`src/dcs_pkg.sv`:
```
/*
  dcs_pkg: constants and carrier types for the DRAM controller timing and
  sideband register bank. Assumes a 32-bit APB register port whose byte
  address is four times the word index given here.
*/
package dcs_pkg;

  // word indexes of the mapped registers
  localparam logic [9:0] IDX_ACTIVATE_TIMING       = 10'h01f;
  localparam logic [9:0] IDX_READ_TURNAROUND       = 10'h020;
  localparam logic [9:0] IDX_READ_WRITE_MIX        = 10'h021;
  localparam logic [9:0] IDX_WRITE_TURNAROUND      = 10'h022;
  localparam logic [9:0] IDX_PRECHARGE_REFRESH     = 10'h023;
  localparam logic [9:0] IDX_FOUR_ACTIVATE_WINDOW  = 10'h028;
  localparam logic [9:0] IDX_MEMORY_GEOMETRY       = 10'h02a;
  localparam logic [9:0] IDX_MODE_REG_CMD_REQUEST  = 10'h02b;
  localparam logic [9:0] IDX_RANK_REFRESH_REQUEST  = 10'h02c;
  localparam logic [9:0] IDX_SELF_REFRESH_REQUEST  = 10'h02f;
  localparam logic [9:0] IDX_MODE_REG_CMD_BUSY     = 10'h031;
  localparam logic [9:0] IDX_REFRESH_IN_PROGRESS   = 10'h032;
  localparam logic [9:0] IDX_SELF_REFRESH_ACTIVE   = 10'h034;
  localparam logic [9:0] IDX_POWER_DOWN_ACTIVE     = 10'h036;
  localparam logic [9:0] IDX_MODE_REG_CMD_DESC     = 10'h037;
  localparam logic [9:0] IDX_MODE_REG_CMD_PAYLOAD  = 10'h038;

  // field positions inside the command descriptor word
  localparam int KIND_LSB = 0;
  localparam int MASK_LSB = 3;

  // accepted command kind; every other code is reserved
  localparam logic [2:0] KIND_MODE_REGISTER_SET = 3'h0;

  // values after reset
  localparam logic [2:0]  RST_KIND    = 3'h0;
  localparam logic [3:0]  RST_MASK    = 4'h0;
  localparam logic [31:0] RST_PAYLOAD = 32'h0000_0000;
  localparam logic [3:0]  RST_RANKS   = 4'h0;
  localparam logic [7:0]  RST_COUNT   = 8'h00;

  // timing values from the controller configuration, packed high field first
  typedef struct packed {
    logic [5:0] act_diff_bg, act_diff_bank, act_same_bank, act_to_pch, act_to_access_delay;
    logic [5:0] rd_wr_diff_chip, rd_wr_same, rd_rd_diff_bg, rd_rd_diff_chip, rd_rd_same;
    logic [5:0] wr_wr_diff_chip, wr_wr_same, rd_ap_to_valid, rd_to_pch, rd_wr_diff_bg;
    logic [5:0] wr_to_pch, wr_rd_diff_bg, wr_rd_diff_chip, wr_to_rd, wr_wr_diff_bg;
    logic [5:0] powerdown_exit_delay;
    logic [7:0] auto_refresh_recovery;
    logic [5:0] pch_all_to_valid, pch_to_valid, wr_ap_to_valid;
    logic [7:0] four_activate_window_len;
  } dcs_timing_t;

  // address widths of the attached memory
  typedef struct packed {
    logic [2:0] cs_width;
    logic [1:0] bank_group_width;
    logic [3:0] bank_width;
    logic [4:0] row_width;
    logic [4:0] col_width;
  } dcs_geometry_t;

  // events and levels reported by the command scheduler
  typedef struct packed {
    logic       refresh_issued;
    logic [3:0] refresh_done;
    logic       moderegister_done;
    logic       self_refresh_state;
    logic       powerdown_active;
  } dcs_status_t;

  // requests handed to the command scheduler
  typedef struct packed {
    logic        moderegister_go;
    logic [2:0]  moderegister_kind;
    logic [3:0]  moderegister_target_mask;
    logic [31:0] moderegister_payload;
    logic [3:0]  refresh_req;
    logic        self_refresh_req;
  } dcs_cmd_t;

endpackage : dcs_pkg

```
`src/dcs_sideband_regs.sv`:
```
/*
  dcs_sideband_regs: APB register bank holding read-only DRAM timing and
  geometry words plus the sideband request and status registers.
  Assumes pclk also clocks the command scheduler, so its status inputs
  need no synchroniser, and that the timing inputs are stable.
*/
// The implementer's own choice: the APB register port.
`timescale 1ns/100ps
module dcs_sideband_regs (
  input  wire logic                  pclk,
  input  wire logic                  presetn,
  input  wire logic                  psel,
  input  wire logic                  penable,
  input  wire logic                  pwrite,
  input  wire logic [11:0]           paddr,
  input  wire logic [31:0]           pwdata,
  output logic      [31:0]           prdata,
  output logic                       pready,
  output logic                       pslverr,
  input  wire dcs_pkg::dcs_timing_t   timing_cfg,
  input  wire dcs_pkg::dcs_geometry_t geometry_cfg,
  input  wire dcs_pkg::dcs_status_t   sched_status,
  output dcs_pkg::dcs_cmd_t          sched_cmd
);
  import dcs_pkg::*;

  logic [31:0] prdata_reg;
  logic        pready_reg;
  logic        pslverr_reg;
  logic        mr_pending_reg;
  logic [2:0]  kind_reg;
  logic [3:0]  mask_reg;
  logic [31:0] payload_reg;
  logic [3:0]  refresh_req_reg;
  logic [3:0]  sr_bits_reg;
  logic        sr_out_reg;
  logic [7:0]  arf_cnt_reg;
  logic [9:0]  idx;
  logic        answer;
  logic        commit;

  // address decode shared by the read path and every write
  function automatic logic is_mapped(input logic [9:0] i);
    unique case (i)
      IDX_ACTIVATE_TIMING, IDX_READ_TURNAROUND, IDX_READ_WRITE_MIX,
      IDX_WRITE_TURNAROUND, IDX_PRECHARGE_REFRESH, IDX_FOUR_ACTIVATE_WINDOW,
      IDX_MEMORY_GEOMETRY, IDX_MODE_REG_CMD_REQUEST, IDX_RANK_REFRESH_REQUEST,
      IDX_SELF_REFRESH_REQUEST, IDX_MODE_REG_CMD_BUSY, IDX_REFRESH_IN_PROGRESS,
      IDX_SELF_REFRESH_ACTIVE, IDX_POWER_DOWN_ACTIVE, IDX_MODE_REG_CMD_DESC,
      IDX_MODE_REG_CMD_PAYLOAD: is_mapped = 1'b1;
      default:                  is_mapped = 1'b0;
    endcase
  endfunction : is_mapped

  // read word assembly; unnamed bits are zero-filled
  function automatic logic [31:0] read_word(input logic [9:0] i);
    unique case (i)
      IDX_ACTIVATE_TIMING: read_word = {2'h0, timing_cfg.act_diff_bg,
        timing_cfg.act_diff_bank, timing_cfg.act_same_bank,
        timing_cfg.act_to_pch, timing_cfg.act_to_access_delay};
      IDX_READ_TURNAROUND: read_word = {2'h0, timing_cfg.rd_wr_diff_chip,
        timing_cfg.rd_wr_same, timing_cfg.rd_rd_diff_bg,
        timing_cfg.rd_rd_diff_chip, timing_cfg.rd_rd_same};
      IDX_READ_WRITE_MIX: read_word = {2'h0, timing_cfg.wr_wr_diff_chip,
        timing_cfg.wr_wr_same, timing_cfg.rd_ap_to_valid,
        timing_cfg.rd_to_pch, timing_cfg.rd_wr_diff_bg};
      IDX_WRITE_TURNAROUND: read_word = {2'h0, timing_cfg.wr_to_pch,
        timing_cfg.wr_rd_diff_bg, timing_cfg.wr_rd_diff_chip,
        timing_cfg.wr_to_rd, timing_cfg.wr_wr_diff_bg};
      IDX_PRECHARGE_REFRESH: read_word = {timing_cfg.powerdown_exit_delay,
        timing_cfg.auto_refresh_recovery, timing_cfg.pch_all_to_valid,
        timing_cfg.pch_to_valid, timing_cfg.wr_ap_to_valid};
      IDX_FOUR_ACTIVATE_WINDOW:
        read_word = {24'h00_0000, timing_cfg.four_activate_window_len};
      IDX_MEMORY_GEOMETRY: read_word = {13'h0000, geometry_cfg};
      IDX_MODE_REG_CMD_REQUEST: read_word = {31'h0000_0000, mr_pending_reg};
      IDX_RANK_REFRESH_REQUEST: read_word = {28'h000_0000, refresh_req_reg};
      IDX_SELF_REFRESH_REQUEST: read_word = {28'h000_0000, sr_bits_reg};
      IDX_MODE_REG_CMD_BUSY: read_word = {31'h0000_0000, mr_pending_reg};
      IDX_REFRESH_IN_PROGRESS: read_word = {31'h0000_0000, arf_cnt_reg != RST_COUNT};
      IDX_SELF_REFRESH_ACTIVE:
        read_word = {31'h0000_0000, sched_status.self_refresh_state};
      IDX_POWER_DOWN_ACTIVE:
        read_word = {31'h0000_0000, sched_status.powerdown_active};
      IDX_MODE_REG_CMD_DESC: read_word = {25'h000_0000, mask_reg, kind_reg};
      IDX_MODE_REG_CMD_PAYLOAD: read_word = payload_reg;
      default: read_word = 32'h0000_0000;
    endcase
  endfunction : read_word

  // word index and the two bus phases that matter
  assign idx    = paddr[11:2];
  assign answer = psel & penable & ~pready_reg;
  assign commit = psel & penable & pready_reg & pwrite & is_mapped(idx);

  // one wait state: pready rises in the second access cycle, then falls
  always_ff @(posedge pclk or negedge presetn) begin
    if (!presetn) begin
      pready_reg  <= 1'b0;
      pslverr_reg <= 1'b0;
    end else begin
      pready_reg  <= answer;
      pslverr_reg <= answer & ~is_mapped(idx);
    end
  end

  // read data is captured with pready; unmapped or write cycles return zero
  always_ff @(posedge pclk or negedge presetn) begin
    if (!presetn) begin
      prdata_reg <= 32'h0000_0000;
    end else if (answer && !pwrite && is_mapped(idx)) begin
      prdata_reg <= read_word(idx);
    end else begin
      prdata_reg <= 32'h0000_0000;
    end
  end

  // command request: a fresh request beats a completion in the same cycle;
  // reserved kinds are refused so the scheduler never gets a request carrying one
  always_ff @(posedge pclk or negedge presetn) begin
    if (!presetn) begin
      mr_pending_reg <= 1'b0;
    end else if (commit && idx == IDX_MODE_REG_CMD_REQUEST && pwdata[0]
                 && kind_reg == KIND_MODE_REGISTER_SET) begin
      mr_pending_reg <= 1'b1;
    end else if (sched_status.moderegister_done) begin
      mr_pending_reg <= 1'b0;
    end
  end

  // descriptor words; frozen while a command is pending so the scheduler
  // never sees them change mid-command
  always_ff @(posedge pclk or negedge presetn) begin
    if (!presetn) begin
      kind_reg    <= RST_KIND;
      mask_reg    <= RST_MASK;
      payload_reg <= RST_PAYLOAD;
    end else if (commit && !mr_pending_reg) begin
      if (idx == IDX_MODE_REG_CMD_DESC) begin
        kind_reg <= pwdata[KIND_LSB +: 3];
        mask_reg <= pwdata[MASK_LSB +: 4];
      end
      if (idx == IDX_MODE_REG_CMD_PAYLOAD) begin
        payload_reg <= pwdata;
      end
    end
  end

  // per-rank refresh requests: writing 1 sets, hardware completion clears,
  // writing 0 has no effect; set wins over a clear in the same cycle
  generate
    for (genvar r = 0; r < 4; r++) begin : g_rank
      always_ff @(posedge pclk or negedge presetn) begin
        if (!presetn) begin
          refresh_req_reg[r] <= 1'b0;
        end else if (commit && idx == IDX_RANK_REFRESH_REQUEST && pwdata[r]) begin
          refresh_req_reg[r] <= 1'b1;
        end else if (sched_status.refresh_done[r]) begin
          refresh_req_reg[r] <= 1'b0;
        end
      end
    end
  endgenerate

  // self-refresh request bits are plain software state; the request stays
  // asserted while any bit is set, so a split write cannot exit early
  always_ff @(posedge pclk or negedge presetn) begin
    if (!presetn) begin
      sr_bits_reg <= RST_RANKS;
      sr_out_reg  <= 1'b0;
    end else begin
      if (commit && idx == IDX_SELF_REFRESH_REQUEST) begin
        sr_bits_reg <= pwdata[3:0];
      end
      sr_out_reg <= |sr_bits_reg;
    end
  end

  // refresh recovery window: load the programmed count on issue, count down;
  // a refresh programmed with a zero window never reads as in progress
  always_ff @(posedge pclk or negedge presetn) begin
    if (!presetn) begin
      arf_cnt_reg <= RST_COUNT;
    end else if (sched_status.refresh_issued) begin
      arf_cnt_reg <= timing_cfg.auto_refresh_recovery;
    end else if (arf_cnt_reg != RST_COUNT) begin
      arf_cnt_reg <= arf_cnt_reg - 8'h01;
    end
  end

  // every output is a flop
  assign prdata                            = prdata_reg;
  assign pready                            = pready_reg;
  assign pslverr                           = pslverr_reg;
  assign sched_cmd.moderegister_go          = mr_pending_reg;
  assign sched_cmd.moderegister_kind        = kind_reg;
  assign sched_cmd.moderegister_target_mask = mask_reg;
  assign sched_cmd.moderegister_payload     = payload_reg;
  assign sched_cmd.refresh_req              = refresh_req_reg;
  assign sched_cmd.self_refresh_req         = sr_out_reg;

  // read of the activate word returns the live timing fields
  property p_act_read;
    @(posedge pclk) disable iff (!presetn)
      (answer && !pwrite && idx == IDX_ACTIVATE_TIMING) |=>
        prdata == {2'h0, $past(timing_cfg.act_diff_bg), $past(timing_cfg.act_diff_bank),
                   $past(timing_cfg.act_same_bank), $past(timing_cfg.act_to_pch),
                   $past(timing_cfg.act_to_access_delay)} && pready;
  endproperty
  a_act_read: assert property (p_act_read) else $error("activate word misread");

  // chip-select width lands at bits 18:16 and the upper bits read zero
  property p_geom_read;
    @(posedge pclk) disable iff (!presetn)
      (answer && !pwrite && idx == IDX_MEMORY_GEOMETRY) |=>
        prdata[18:16] == $past(geometry_cfg.cs_width) && prdata[31:19] == 13'h0000;
  endproperty
  a_geom_read: assert property (p_geom_read) else $error("geometry word misread");

  // an accepted command request is visible to the scheduler on the next cycle
  property p_mr_go;
    @(posedge pclk) disable iff (!presetn)
      (commit && idx == IDX_MODE_REG_CMD_REQUEST && pwdata[0] && kind_reg == 3'h0)
        |=> sched_cmd.moderegister_go;
  endproperty
  a_mr_go: assert property (p_mr_go) else $error("command request lost");

  // completion without a new request drops the busy status
  property p_mr_done;
    @(posedge pclk) disable iff (!presetn)
      (sched_status.moderegister_done && !(commit && idx == IDX_MODE_REG_CMD_REQUEST))
        |=> !sched_cmd.moderegister_go;
  endproperty
  a_mr_done: assert property (p_mr_done) else $error("command busy not cleared");

  // a reserved kind never reaches the scheduler as a new request
  property p_kind_refused;
    @(posedge pclk) disable iff (!presetn)
      $rose(sched_cmd.moderegister_go) |-> sched_cmd.moderegister_kind == 3'h0;
  endproperty
  a_kind_refused: assert property (p_kind_refused) else $error("reserved kind issued");

  // a refresh issue loads the programmed recovery count
  property p_arf_window;
    @(posedge pclk) disable iff (!presetn)
      sched_status.refresh_issued |=> arf_cnt_reg == $past(timing_cfg.auto_refresh_recovery);
  endproperty
  a_arf_window: assert property (p_arf_window) else $error("refresh window wrong");

  // a rank 0 completion without a new write clears the rank 0 request
  property p_rank_clear;
    @(posedge pclk) disable iff (!presetn)
      (sched_status.refresh_done[0] && !(commit && idx == IDX_RANK_REFRESH_REQUEST))
        |=> !sched_cmd.refresh_req[0];
  endproperty
  a_rank_clear: assert property (p_rank_clear) else $error("rank request not cleared");

  // self-refresh request follows the software bits two cycles after a write
  property p_sr_hold;
    @(posedge pclk) disable iff (!presetn)
      (commit && idx == IDX_SELF_REFRESH_REQUEST) |=> ##1
        sched_cmd.self_refresh_req == (|$past(pwdata[3:0], 2));
  endproperty
  a_sr_hold: assert property (p_sr_hold) else $error("self-refresh request wrong");

  // power-down status read reports the scheduler level
  property p_pd_read;
    @(posedge pclk) disable iff (!presetn)
      (answer && !pwrite && idx == IDX_POWER_DOWN_ACTIVE) |=>
        prdata == {31'h0000_0000, $past(sched_status.powerdown_active)};
  endproperty
  a_pd_read: assert property (p_pd_read) else $error("power-down status wrong");

  // unmapped accesses flag an error and read as zero
  property p_unmapped;
    @(posedge pclk) disable iff (!presetn)
      pslverr |-> pready && prdata == 32'h0000_0000;
  endproperty
  a_unmapped: assert property (p_unmapped) else $error("unmapped access answer wrong");

  // read turnaround word returns the live timing fields
  property p_rdt_read;
    @(posedge pclk) disable iff (!presetn)
      (answer && !pwrite && idx == IDX_READ_TURNAROUND) |=>
        prdata == {2'h0, $past(timing_cfg.rd_wr_diff_chip), $past(timing_cfg.rd_wr_same),
                   $past(timing_cfg.rd_rd_diff_bg), $past(timing_cfg.rd_rd_diff_chip),
                   $past(timing_cfg.rd_rd_same)} && pready;
  endproperty
  a_rdt_read: assert property (p_rdt_read) else $error("read turnaround misread");

  // read/write mix word returns the live timing fields
  property p_mix_read;
    @(posedge pclk) disable iff (!presetn)
      (answer && !pwrite && idx == IDX_READ_WRITE_MIX) |=>
        prdata == {2'h0, $past(timing_cfg.wr_wr_diff_chip), $past(timing_cfg.wr_wr_same),
                   $past(timing_cfg.rd_ap_to_valid), $past(timing_cfg.rd_to_pch),
                   $past(timing_cfg.rd_wr_diff_bg)} && pready;
  endproperty
  a_mix_read: assert property (p_mix_read) else $error("read/write mix misread");

  // write turnaround word returns the live timing fields
  property p_wrt_read;
    @(posedge pclk) disable iff (!presetn)
      (answer && !pwrite && idx == IDX_WRITE_TURNAROUND) |=>
        prdata == {2'h0, $past(timing_cfg.wr_to_pch), $past(timing_cfg.wr_rd_diff_bg),
                   $past(timing_cfg.wr_rd_diff_chip), $past(timing_cfg.wr_to_rd),
                   $past(timing_cfg.wr_wr_diff_bg)} && pready;
  endproperty
  a_wrt_read: assert property (p_wrt_read) else $error("write turnaround misread");

  // precharge and refresh word fills all 32 bits with no gap
  property p_pchr_read;
    @(posedge pclk) disable iff (!presetn)
      (answer && !pwrite && idx == IDX_PRECHARGE_REFRESH) |=>
        prdata == {$past(timing_cfg.powerdown_exit_delay),
                   $past(timing_cfg.auto_refresh_recovery), $past(timing_cfg.pch_all_to_valid),
                   $past(timing_cfg.pch_to_valid), $past(timing_cfg.wr_ap_to_valid)} && pready;
  endproperty
  a_pchr_read: assert property (p_pchr_read) else $error("precharge word misread");

  // four-activate window sits in the low byte, the rest reads zero
  property p_faw_read;
    @(posedge pclk) disable iff (!presetn)
      (answer && !pwrite && idx == IDX_FOUR_ACTIVATE_WINDOW) |=>
        prdata == {24'h00_0000, $past(timing_cfg.four_activate_window_len)};
  endproperty
  a_faw_read: assert property (p_faw_read) else $error("four-activate word misread");

  // busy word mirrors the request seen by the scheduler
  property p_busy_read;
    @(posedge pclk) disable iff (!presetn)
      (answer && !pwrite && idx == IDX_MODE_REG_CMD_BUSY) |=>
        prdata == {31'h0000_0000, $past(sched_cmd.moderegister_go)};
  endproperty
  a_busy_read: assert property (p_busy_read) else $error("command busy misread");

  // without a new issue the recovery count steps down by one
  property p_arf_count;
    @(posedge pclk) disable iff (!presetn)
      (arf_cnt_reg != RST_COUNT && !sched_status.refresh_issued) |=>
        arf_cnt_reg == $past(arf_cnt_reg) - 8'h01;
  endproperty
  a_arf_count: assert property (p_arf_count) else $error("recovery count wrong");

  // refresh-in-progress word is high while the count is running
  property p_rip_read;
    @(posedge pclk) disable iff (!presetn)
      (answer && !pwrite && idx == IDX_REFRESH_IN_PROGRESS) |=>
        prdata == {31'h0000_0000, ($past(arf_cnt_reg) != RST_COUNT)};
  endproperty
  a_rip_read: assert property (p_rip_read) else $error("refresh status misread");

  // self-refresh status word reports the scheduler level
  property p_sra_read;
    @(posedge pclk) disable iff (!presetn)
      (answer && !pwrite && idx == IDX_SELF_REFRESH_ACTIVE) |=>
        prdata == {31'h0000_0000, $past(sched_status.self_refresh_state)};
  endproperty
  a_sra_read: assert property (p_sra_read) else $error("self-refresh status wrong");

  // writing 1 to rank bit 0 raises the rank 0 request next cycle
  property p_rank_set;
    @(posedge pclk) disable iff (!presetn)
      (commit && idx == IDX_RANK_REFRESH_REQUEST && pwdata[0]) |=>
        sched_cmd.refresh_req[0];
  endproperty
  a_rank_set: assert property (p_rank_set) else $error("rank request not set");

endmodule : dcs_sideband_regs

```
`config.mk`:
```
export PLATFORM = sky130hd
export DESIGN_NAME = dcs_sideband_regs
export DESIGN_NICKNAME = d
export VERILOG_FILES = /design/src/dcs_pkg.sv /design/src/dcs_sideband_regs.sv
export SDC_FILE = /design/constraint.sdc
export NUM_CORES = 1
export LEC_CHECK = 0
export ABC_AREA = 1
export BUFFER_PORTS_ARGS = -buffer_cell sky130_fd_sc_hd__buf_4
export CAP_MARGIN = 0
export CORE_AREA = 2 2 124 126
export DETAILED_ROUTE_END_ITERATION = 8
export DIE_AREA = 0 0 126 128
export PLACE_DENSITY_LB_ADDON = 0.12
export REMOVE_ABC_BUFFERS = 1
export SYNTH_ARGS = -nofsm -noshare
export SYNTH_HDL_FRONTEND = slang
export SYNTH_SLANG_ARGS = --single-unit
export TNS_END_PERCENT = 30
```
`constraint.sdc`:
```
create_clock -name pclk -period 4.2 [get_ports pclk]
set_input_delay 0.42 -clock pclk [delete_from_list [all_inputs] [get_ports pclk]]
set_output_delay 0.42 -clock pclk [all_outputs]
set_load 0.01 [all_outputs]
```
==> metrics.txt <==
result of the run=finished, final reports clean; count of unique library cells instantiated by Yosys=33; cell count after placement=1324; die outline area=0.0161 sq mm; Max Freq=371 MHz; Buffers on Ports=312; crit path launch type=input pin; Max FO, Critical Path=44; clock insertion delay at the later pin of the skew report=0.35 ns; wire length after detailed routing=25.0 mm; Layout Cells excl Fill=1340; grt ovf=0; maximum number of pins on one net before global-route repair=67; routed wirelength normalized by instance count=18.6 microns; Yosys warning count=0; number of nets in the layout=1388; mean post-synth cell area=6.75 sq um; number of vias in the routed layout=7016; clock root buffer=sky130_fd_sc_hd__clkbuf_16; number of buffers between clock root and the deepest sink=2; area of the multi-input gates=between 0.003 and 0.004 sq mm; Inserted Diodes=0; Critical Path End Type=flip-flop; Max H-tree Level=3; total clock buffers created by CTS=9; startpoint-to-endpoint class of the critical path=input pin to flip-flop; wire length of the first global-routing pass=37.7 mm; arrival time worst endpoint=about 2.9 ns; gate count after technology mapping=854; path depth of the worst reg2reg path=7; CP Data Required Time=4.44 ns; core region area=0.0149 sq mm; pwr dens=236 mW/mm^2; floorplan die width=126 microns; overall global routing resource usage=30.4%; post-layout minimum cycle time=2.70 ns; final hold violation count=0; vertical extent of the die=128 microns; number of global-route vias before repair=about 6600; Cell Area, Synth=0.00577 sq mm; slack of the worst reg-to-reg path=1.97 ns; initial antenna violation count=0; RSZ-0062 raised after global routing=false; length of the first detailed-routing pass in iterations=5; worst min-delay path class=input pin to async pin; iteration-0 DRC count of the detailed router=589; final hold slack=roughly 0.19 ns; number of nets with antenna violations after routing=0; post-synthesis to final-layout area growth=47.7%; leading cell types in the layout, fill and taps excluded=sky130_fd_sc_hd__buf_4 (326), sky130_fd_sc_hd__nand2_1 (287), sky130_fd_sc_hd__nor2_1 (115); # clock sinks=91; max cap viols=0; timing endpoint of the critical path=payload_reg[22]; clock transition at the registers of the reported paths=approximately 0.06 ns; Max Clock Skew=between 0.008 and 0.009 ns; pins over their slew limit=0; total setup violations reported at the end of the flow=0; vias per cell=between 5 and 6; crit path launch=paddr[2]; Reg-to-Reg End=payload_reg[22]; ratio of cells with drive above 1 in the final layout=about 31%; normalized max-slew margin=40.4%; slew at the pin closest to its max-slew limit=around 0.89 ns; Ports=315; HPWL after detailed placement=18.3 mm; number of synthesized register bits=91; Row Count=between 40 and 50; DRC viols=0; # fillers=1498; leakage power summed over all cells=around 4.6 nW; worst voltage drop across the vdd grid=around 170 uV; sum of negative setup slack=0 ns; starting density of the core=38.8%; portion of the post-synthesis area used by sequential elements=39.5%; number of buffers inserted by hold repair at cts=0; area taken by flip-flops and latches=~0.0023 sq mm; most common cell after layout, fill and taps aside=sky130_fd_sc_hd__buf_4; period utilisation layout=64.2%; number of gates given a new drive strength after cts=0; Placer Congestion=0.910; Reg-to-Reg Start=pready; count of buffers added by post-CTS timing repair for setup=0; clock tree from TritonCTS=yes
## cells by family (layout without fill, tap and decap cells)
kind of cell	count (synthesis)	after routing	synth area share (%)
compound gates	36	36	3.71
buf+inv	112	410	8.37
fa+ha+maj	5	5	1.08
simple gates	604	604	46.4
flops	91	91	39.5
xor+xnor	6	6	0.911
## final cells by class
class | instances | share of cell area, %
tap | 188 | 2.76
sequential | 91 | 26.7
multi-input combinational | 651 | 35.3
inverter | 68 | 3.00
clock inverter | 1 | 0.0588
timing repair buffer | 326 | 28.7
clock buffer | 15 | 3.38
## how the worst min path moves through the flow
stage                    start              to  slack (ns)
6_report               presetn      prdata[27]        0.19
5_1_grt        sched_status[2]  mr_pending_reg        0.24
4_1_cts                presetn      prdata[27]        0.22
3_5_place_dp    sr_bits_reg[3]  sr_bits_reg[3]        0.48
3_3_place_gp    sr_bits_reg[3]  sr_bits_reg[3]        0.47
2_1_floorplan          presetn  arf_cnt_reg[0]        0.12
## stage by stage
step	power [mW]	instance area [sq um]	worst slack, ns	utilization, %
4_1_cts	2.02	8520	1.53	57.3
3_5_place_dp	1.21	8220	1.17	55.3
5_1_grt	2.08	8520	1.31	57.3
2_1_floorplan	0.988	5540	0.855	-
3_3_place_gp	1.21	8220	1.21	55.3
6_report	2.01	8520	1.50	57.3
## cells in the mapped netlist, drive strengths merged
master,instances,area share [%]
a21oi,3,0.26
a22o,2,0.30
a22oi,1,0.13
buf,33,3.2
clkbuf,11,0.72
clkinv,1,0.065
dfrtp,91,39
ha,5,1.1
inv,67,4.4
nand2,289,19
nand3,110,9.7
nand3b,4,0.52
nand4,69,7.5
nor2,124,8.7
nor3,6,0.80
nor3b,1,0.13
nor4,1,0.11
o211ai,8,1.0
o21ai,21,1.8
o221ai,1,0.15
xnor2,4,0.61
xor2,2,0.30
## critical path: stages
cell                      delay, ns
sky130_fd_sc_hd__buf_4         0.12
sky130_fd_sc_hd__inv_1         0.07
sky130_fd_sc_hd__ha_1          0.31
sky130_fd_sc_hd__nand2_1       0.11
sky130_fd_sc_hd__nand2_1       0.07
sky130_fd_sc_hd__nand3_1       0.08
sky130_fd_sc_hd__nand2_1       0.07
sky130_fd_sc_hd__nand3_2       0.12
sky130_fd_sc_hd__nor2_4        0.10
sky130_fd_sc_hd__buf_4         0.44
sky130_fd_sc_hd__nand3_2       0.49
sky130_fd_sc_hd__buf_4         0.38
sky130_fd_sc_hd__nand2_1       0.09
sky130_fd_sc_hd__nand2_1       0.05
## routing by layer
metal / up-vias / routed length [microns] / track usage (%)
li1: 3372 / - / -
met1: 3271 / 10500 / 41.1
met2: 334 / 11900 / 49.9
met3: 39 / 2070 / 5.30
met4: 0 / 529 / 9.63
met5: - / 0 / 0
## power breakdown
group / switching (mW) / internal (mW) / total, mW
sequential: 0.0113 / 0.889 / 0.900
clock: 0.342 / 0.466 / 0.808
combinational: 0.129 / 0.170 / 0.299
total: 0.482 / 1.52 / 2.01
Note: power is estimated with default switching activity, not from simulation.
